**src/input_cond_pkg.sv**
```systemverilog
package input_cond_pkg;

	// ======================================================================
	// Clock and timing.
	// ======================================================================
	localparam int CLK_PERIOD_NS = 50;
	localparam int FILT_STEP_NS  = 1000000;
	localparam int FAST_FILT_NS  = 10000;
	localparam int MID_FILT_NS   = 50000;
	localparam int SLOW_FILT_NS  = 200000;
	// Least times, so each count rounds up to whole cycles.
	localparam int FILT_STEP_CYC =
		(FILT_STEP_NS + CLK_PERIOD_NS - 1) / CLK_PERIOD_NS;
	localparam int FAST_FILT_CYC =
		(FAST_FILT_NS + CLK_PERIOD_NS - 1) / CLK_PERIOD_NS;
	localparam int MID_FILT_CYC  =
		(MID_FILT_NS + CLK_PERIOD_NS - 1) / CLK_PERIOD_NS;
	localparam int SLOW_FILT_CYC =
		(SLOW_FILT_NS + CLK_PERIOD_NS - 1) / CLK_PERIOD_NS;

	// ======================================================================
	// Input layout.
	// ======================================================================
	localparam int NUM_INPUTS     = 16;
	localparam int NUM_IRQ_INPUTS = 6;
	localparam int FAST_GROUP_END = 2;
	localparam int MID_GROUP_END  = 8;
	localparam int FILT_CNT_W     = 19;
	localparam int FILT_MAX_MS    = 15;

	// ======================================================================
	// Register map, byte addresses.
	// ======================================================================
	localparam logic [7:0] FILTER_TIME_OFFS = 8'h00;
	localparam logic [7:0] INPUT_STATE_OFFS = 8'h04;
	localparam logic [7:0] RUN_SELECT_OFFS  = 8'h08;
	localparam logic [7:0] IRQ_DISABLE_OFFS = 8'h0C;
	localparam logic [7:0] IRQ_STATUS_OFFS  = 8'h10;
	localparam logic [7:0] IRQ_MASK_OFFS    = 8'h14;

	// Reset values.
	localparam logic [3:0]  FILTER_TIME_RST = 4'hA;
	localparam logic [3:0]  RUN_SELECT_RST  = 4'h0;
	localparam logic [5:0]  IRQ_DISABLE_RST = 6'h00;
	localparam logic [11:0] IRQ_MASK_RST    = 12'h000;

	// Status layout: rising edges in the low field, falling above.
	localparam int RISE_LSB = 0;
	localparam int FALL_LSB = 6;

	// APB request from the master.
	typedef struct packed {
		logic        psel;
		logic        penable;
		logic        pwrite;
		logic [7:0]  paddr;
		logic [31:0] pwdata;
	} apb_req_t;

	// APB answer to the master.
	typedef struct packed {
		logic        pready;
		logic        pslverr;
		logic [31:0] prdata;
	} apb_rsp_t;

endpackage

```
**src/input_debounce.sv**
```systemverilog
`timescale 1ns/10ps
// ==========================================================================
// Digital filter for one discrete input.
// ==========================================================================
module input_debounce
	import input_cond_pkg::*;
#(
	parameter int CNT_W = FILT_CNT_W
) (
	input  wire logic             clk_i,
	input  wire logic             rst_i,
	input  wire logic             raw_i,
	input  wire logic [CNT_W-1:0] limit_i,
	output logic                  state_o
);

	logic [CNT_W-1:0] cnt_q;

	// A new level is taken only after it has stood for limit_i cycles; any
	// bounce back to the old level restarts the count from zero.
	always_ff @(posedge clk_i or posedge rst_i) begin
		if (rst_i) begin
			cnt_q   <= '0;
			state_o <= 1'b0;
		end else if (raw_i == state_o) begin
			cnt_q <= '0;
		end else if (cnt_q >= limit_i - CNT_W'(1)) begin
			cnt_q   <= '0;
			state_o <= raw_i;
		end else begin
			cnt_q <= cnt_q + CNT_W'(1);
		end
	end

endmodule

```
**src/input_cond.sv**
```systemverilog
// Behaviour
// - An input reads on while its contact is closed, and its lamp lights then.
// - Any fitted input from the first to the highest may be the run input.
// - The first sixteen inputs are filtered for 1 to 15 ms in 1 ms steps.
// - A zero setting gives 10 us, 50 us and 200 us to the three groups.
// - The six lowest inputs can each raise a program interrupt.
// - Each interrupt input has two edge vectors and one disable flag.
`timescale 1ns/10ps
module input_cond
	import input_cond_pkg::*;
#(
	parameter int FILT_STEP_CYCLES = FILT_STEP_CYC,
	parameter int NUM_PRESENT      = NUM_INPUTS
) (
	input  wire logic                  clk_i,
	input  wire logic                  rst_i,
	input  wire input_cond_pkg::apb_req_t apb_i,
	output input_cond_pkg::apb_rsp_t   apb_o,
	input  wire logic [NUM_INPUTS-1:0] contact_closed_i,
	output logic      [NUM_INPUTS-1:0] input_lamp_o,
	output logic                       run_input_o,
	output logic                       irq_o
);
	import input_cond_pkg::*;

	localparam int N = NUM_INPUTS;
	localparam int M = NUM_IRQ_INPUTS;
	localparam int W = FILT_CNT_W;

	logic [N-1:0]   sync1_q;
	logic [N-1:0]   sync2_q;
	logic [N-1:0]   filtered;
	logic [N-1:0]   filt_lim_sel;
	logic [3:0]     input_filter_time_setting_q;
	logic [3:0]     run_sel_q;
	logic [M-1:0]   edge_irq_disable_q;
	logic [2*M-1:0] irq_status_q;
	logic [2*M-1:0] irq_status_d;
	logic [2*M-1:0] irq_mask_q;
	logic [M-1:0]   prev_q;
	logic [2*M-1:0] edge_set;
	logic           acc;
	logic           wr;
	logic           rd;
	logic           mapped;
	logic [31:0]    rdata;

	// ======================================================================
	// Filter limit per input.
	// ======================================================================
	// The group times apply only when the setting is zero; otherwise every
	// input uses the same millisecond count.
	function automatic logic [W-1:0] limit_for(input int idx,
		input logic [3:0] setting);
		logic [W-1:0] lim;
		lim = W'(32'(setting) * FILT_STEP_CYCLES);
		if (setting == 4'h0) begin
			if (idx < FAST_GROUP_END) begin
				lim = W'(FAST_FILT_CYC);
			end else if (idx < MID_GROUP_END) begin
				lim = W'(MID_FILT_CYC);
			end else begin
				lim = W'(SLOW_FILT_CYC);
			end
		end
		return lim;
	endfunction

	// ======================================================================
	// Pin synchronisers.
	// ======================================================================
	// A closed contact arrives as a high level; the pins are asynchronous.
	always_ff @(posedge clk_i or posedge rst_i) begin
		if (rst_i) begin
			sync1_q <= '0;
			sync2_q <= '0;
		end else begin
			sync1_q <= contact_closed_i;
			sync2_q <= sync1_q;
		end
	end

	// ======================================================================
	// Filters.
	// ======================================================================
	genvar gi;
	generate
		for (gi = 0; gi < N; gi++) begin : g_filt
			input_debounce #(
				.CNT_W (W)
			) u_filt (
				.clk_i   (clk_i),
				.rst_i   (rst_i),
				.raw_i   (sync2_q[gi]),
				.limit_i (limit_for(gi, input_filter_time_setting_q)),
				.state_o (filtered[gi])
			);
		end
	endgenerate

	// Lamps follow the filtered on state of each input.
	always_ff @(posedge clk_i or posedge rst_i) begin
		if (rst_i) begin
			input_lamp_o <= '0;
		end else begin
			input_lamp_o <= filtered;
		end
	end

	// A selection above the fitted inputs yields no run request rather than
	// a stale or floating one.
	always_ff @(posedge clk_i or posedge rst_i) begin
		if (rst_i) begin
			run_input_o <= 1'b0;
		end else if (32'(run_sel_q) < NUM_PRESENT) begin
			run_input_o <= filtered[run_sel_q];
		end else begin
			run_input_o <= 1'b0;
		end
	end

	// ======================================================================
	// Edge interrupts.
	// ======================================================================
	// Edges are taken after the filter, so a pulse shorter than the zero
	// setting group time may be missed; the source must hold each level.
	always_ff @(posedge clk_i or posedge rst_i) begin
		if (rst_i) begin
			prev_q <= '0;
		end else begin
			prev_q <= filtered[M-1:0];
		end
	end

	// A set disable flag masks both edges of its input at the source.
	always_comb begin
		edge_set = '0;
		for (int i = 0; i < M; i++) begin
			edge_set[RISE_LSB + i] = filtered[i] & ~prev_q[i] &
				~edge_irq_disable_q[i];
			edge_set[FALL_LSB + i] = ~filtered[i] & prev_q[i] &
				~edge_irq_disable_q[i];
		end
	end

	// A read of the status clears it, but an edge in that cycle still sets.
	always_comb begin
		irq_status_d = irq_status_q;
		if (rd && apb_i.paddr == IRQ_STATUS_OFFS) begin
			irq_status_d = '0;
		end
		irq_status_d = irq_status_d | edge_set;
	end

	always_ff @(posedge clk_i or posedge rst_i) begin
		if (rst_i) begin
			irq_status_q <= '0;
		end else begin
			irq_status_q <= irq_status_d;
		end
	end

	assign irq_o = |(irq_status_q & irq_mask_q);

	// ======================================================================
	// APB slave.
	// ======================================================================
	// Zero wait states: every access completes in its first access cycle.
	assign acc = apb_i.psel & apb_i.penable;
	assign wr  = acc & apb_i.pwrite;
	assign rd  = acc & ~apb_i.pwrite;

	// Control registers written by software.
	always_ff @(posedge clk_i or posedge rst_i) begin
		if (rst_i) begin
			input_filter_time_setting_q <= FILTER_TIME_RST;
			run_sel_q                   <= RUN_SELECT_RST;
			edge_irq_disable_q          <= IRQ_DISABLE_RST;
			irq_mask_q                  <= IRQ_MASK_RST;
		end else if (wr) begin
			if (apb_i.paddr == FILTER_TIME_OFFS) begin
				input_filter_time_setting_q <= apb_i.pwdata[3:0];
			end else if (apb_i.paddr == RUN_SELECT_OFFS) begin
				run_sel_q <= apb_i.pwdata[3:0];
			end else if (apb_i.paddr == IRQ_DISABLE_OFFS) begin
				edge_irq_disable_q <= apb_i.pwdata[M-1:0];
			end else if (apb_i.paddr == IRQ_MASK_OFFS) begin
				irq_mask_q <= apb_i.pwdata[2*M-1:0];
			end
		end
	end

	// Read multiplexer and address check; unused bits read as zero.
	always_comb begin
		rdata  = 32'h0000_0000;
		mapped = 1'b1;
		if (apb_i.paddr == FILTER_TIME_OFFS) begin
			rdata[3:0] = input_filter_time_setting_q;
		end else if (apb_i.paddr == INPUT_STATE_OFFS) begin
			rdata[N-1:0] = filtered;
		end else if (apb_i.paddr == RUN_SELECT_OFFS) begin
			rdata[3:0] = run_sel_q;
		end else if (apb_i.paddr == IRQ_DISABLE_OFFS) begin
			rdata[M-1:0] = edge_irq_disable_q;
		end else if (apb_i.paddr == IRQ_STATUS_OFFS) begin
			rdata[2*M-1:0] = irq_status_q;
		end else if (apb_i.paddr == IRQ_MASK_OFFS) begin
			rdata[2*M-1:0] = irq_mask_q;
		end else begin
			mapped = 1'b0;
		end
	end

	assign apb_o.pready  = 1'b1;
	assign apb_o.pslverr = acc & ~mapped;
	assign apb_o.prdata  = rd ? rdata : 32'h0000_0000;

	// Note: run selections at or beyond NUM_PRESENT give no run request; inputs used by
	// other functions are left to configuration; nothing here arbitrates between them.

endmodule

```
**config.mk**
```make
export PLATFORM = sky130hd
export DESIGN_NAME = input_cond
export DESIGN_NICKNAME = d
export VERILOG_FILES = /design/src/input_cond_pkg.sv /design/src/input_debounce.sv /design/src/input_cond.sv
export SDC_FILE = /design/constraint.sdc
export NUM_CORES = 1
export LEC_CHECK = 0
export ABC_AREA = 1
export CORE_ASPECT_RATIO = 0.75
export CORE_UTILIZATION = 55
export CTS_CLUSTER_DIAMETER = 80
export CTS_CLUSTER_SIZE = 16
export DETAILED_ROUTE_END_ITERATION = 16
export DONT_BUFFER_PORTS = 1
export PLACE_DENSITY = 0.72
export SYNTH_ARGS = -nofsm -noshare
export SYNTH_HDL_FRONTEND = slang
export SYNTH_SLANG_ARGS = --single-unit
export TNS_END_PERCENT = 30
```
**constraint.sdc**
```tcl
create_clock -name clk_i -period 11.69 [get_ports clk_i]
set_input_delay 1.169 -clock clk_i [delete_from_list [all_inputs] [get_ports clk_i]]
set_output_delay 1.169 -clock clk_i [all_outputs]
set_load 0.03 [all_outputs]
```
==> flow_summary.yaml <==
sta:
  fin_crit_ns: 5.73
  rsz0062_at_grt: "no"
  finClkSkew_ns: 0.0225
  finalSetupViolCount: 0
  post-route-period-util_pct: 49.0
  slew_viol_final: 0
  whs_ns: 0.349
  finalSetupTns_ns: 0
  worst_pin_slew_ns: 1.38
  hold_viol: 0
  timing.fmax_ghz: 0.175
  max_slew_margin_pct: 7.39
yosys:
  synth_commonest_cells: "753 x nand2_1, 405 x dfrtp_1, 355 x nor2_1"
  synth_edf_count: 0
  synth.most_common_cell: "nand2_1"
  ys_ff_latch: 407
  ys.flop_type: "dfrtp_1"
  ys_warn_count: 0
  syn-instance-count: 3251
  syn_avg_cell_area_sq_um: 8.17
  yosys.area.top_type: "dfrtp_1"
  ys_top_cells_by_area: "dfrtp_1 38%, ha_1 11%, nand2_1 11%"
  ys_seq_area_share_pct: 38.4
  synth_top_area_share_pct: 38.2
  yosysUniqueCellTypes: 61
  ys_async_sr_fraction_pct: 100
  synth_area_sq_um: 26500
detailed_routing:
  vias_per_cell: 5.49
  drcViolationCount: 0
  final_antenna_net_count: 0
  initialDrtViolationCount: 1840
  dr.pass1.iters: 5
  detail_route.wl_per_cell_microns: 16.2
  routed_wl_microns: 63100
  routed-via-count: 21421
worst_setup_path:
  crit_required_ns: 12.19
  cp-startpoint: "input_filter_time_setting_q[1]$_DFFE_PP1P_"
  endpoint_kind: "flop"
  r2r_start: "input_filter_time_setting_q[1]$_DFFE_PP1P_"
  reg2reg_to: "g_filt[13].u_filt.cnt_q[2]$_DFF_PP0_"
  crit_fanout: 19
  worstPathArrival_ns: 6.22
  critPathCapture: "g_filt[13].u_filt.cnt_q[2]$_DFF_PP0_"
  cp_common_cell: "nand2_1"
  cpMaxStageDelayCell: "a21oi_2"
  reg2reg_slack_ns: 5.96
  worstSetupPathType: "flop to flop"
  cp-start-kind: "flop"
  slowest_delay_ns: 0.84
  r2r_cells: 25
clocking:
  clk_path_buf_depth: 3
  clk_latency_ns: 0.59
  cts_sinks: 407
  post_cts_buffers: 0
  cts_tree: "built"
  root_buffer: "clkbuf_16"
  htreeDepth: 1
  path_clk_slew_ns: 0.07
  cts_buffers: 29
  cts_resized: 0
  hold_buffers: 0
power:
  power.leakage_nw: 13.7
  cellPowerDensity_nw_per_um2: 92.4
  ir_worst_vdd_mv: 0.101
worst_hold_path:
  hold_path.class: "flop to flop"
floorplanning:
  start_util_pct: 55.9
  die_w_microns: 256
  ioPinCount: 113
  dieArea_sq_um: 49200
  num_rows: 69
  core_sq_um: 47500
  die_y_microns: 192
job:
  cap_violations: 0
place:
  dp_hpwl_microns: 45100
  gp_congestion: 0.902
  port_buffers: 0
finish:
  drive_gt1_share_pct: 8.09
  fin_nets: 3556
  syn_to_final_growth_pct: 5.10
grt:
  track_usage_pct: 26.0
  grt_pass1_wl_microns: 104000
  overflow: 0
  antenna_found_initial: 0
  grt_start_max_net_pins: 73
  grt_pass1_vias: 20348
status:
  outcome: "completed"
[through the flow]
step / utilization, % / power (W) / instances / instance area [sq um] / worst slack, ns
detailed placement: 57.1 / 0.00165 / 3859 / 27100 / 6.07
floorplan: - / 0.00160 / 3266 / 26600 / 5.04
global placement: 57.1 / 0.00164 / 3859 / 27100 / 6.16
global route: 58.8 / 0.00268 / 3903 / 27900 / 5.61
finish: 58.8 / 0.00258 / 3904 / 27900 / 5.96
CTS: 58.8 / 0.00261 / 3903 / 27900 / 6.02
[cell usage in the layout (no fill, tap or decap), types with 20 or more instances in the layout]
cell type / instances
ha_1: 241
nor2_1: 354
nor3_1: 49
clkbuf_16: 29
nand3b_1: 20
o21ai_0: 81
xnor2_1: 37
buf_4: 27
nand2_1: 753
nand4_1: 44
xor2_1: 152
a21oi_1: 199
or2_2: 36
inv_1: 338
a21oi_2: 20
nor2_4: 62
nand3_1: 190
dfrtp_1: 405
[flip-flops by register name, summed over array words and instances, names as in the netlist]
signal and count:
g_filt.u_filt.cnt_q 304, g_filt.u_filt.state_o 16, sync1_q 16, sync2_q 16
irq_mask_q 12, irq_status_q 12, input_lamp_o 11, edge_irq_disable_q 6
prev_q 5, input_filter_time_setting_q 4, run_sel_q 4, run_input_o 1
[cells by family after synthesis]
family,synth area share [%]
AO/OA/AOI/OAI,8.57
adder cells (fa/ha/maj),11.6
multiplexers,0.170
other,0.0283
flip-flops,38.4
XOR/XNOR,6.37
buffers and inverters,6.97
AND/OR/NAND/NOR,27.9
[report_power, final]
part / switching, W / internal (W) / leakage, nW
logic: 0.000128 / 0.0000440 / 7.87
registers: 0.0000171 / 0.00143 / 5.49
clock network: 0.000499 / 0.000462 / 0.384
[how the worst min path moves through the flow]
| stage | from | to | slack, ns | cells after the start |
|---|---|---|---|---|
| final | sync1_q[10]$_DFF_PP0_ | sync2_q[10]$_DFF_PP0_ | 0.35 | 0 |
| after global routing | sync1_q[10]$_DFF_PP0_ | sync2_q[10]$_DFF_PP0_ | 0.36 | 0 |
| after global placement | sync1_q[6]$_DFF_PP0_ | sync2_q[6]$_DFF_PP0_ | 0.33 | 0 |
| after floorplan | sync1_q[0]$_DFF_PP0_ | sync2_q[0]$_DFF_PP0_ | 0.33 | 0 |
| after CTS | sync1_q[10]$_DFF_PP0_ | sync2_q[10]$_DFF_PP0_ | 0.35 | 0 |
| after detailed placement | sync1_q[10]$_DFF_PP0_ | sync2_q[10]$_DFF_PP0_ | 0.34 | 0 |
[cell type report]
cell class / instances / area (sq um)
Clock buffer: 43 / 788
Multi-Input combinational cell: 2440 / 14600
Clock inverter: 1 / 8.76
Tap cell: 639 / 800
Inverter: 346 / 1310
Sequential cell: 407 / 10200
Timing Repair Buffer: 27 / 203
Fill cell: 4168 / 19600
Antenna cell: 1 / 2.50
[routing by layer]
metal	up-vias	wire [microns]	GRT usage, %	part of all wire [%]
met5	-	0	0	0
met4	0	1240	5.55	2.0
met3	78	4730	4.74	7.5
met2	643	27500	40.5	44
met1	10185	29700	37.6	47
li1	10515	-	-	-
[worst max-delay path, delay by kind of cell, from the launching register on]
kind                     cells  cell delay, ns
AO/OA/AOI/OAI                2            1.04
adder cells (fa/ha/maj)      4            1.79
buffers and inverters        2            0.24
flip-flops                   1            0.64
AND/OR/NAND/NOR             17            1.90
Note: power is estimated with default switching activity, not from simulation.
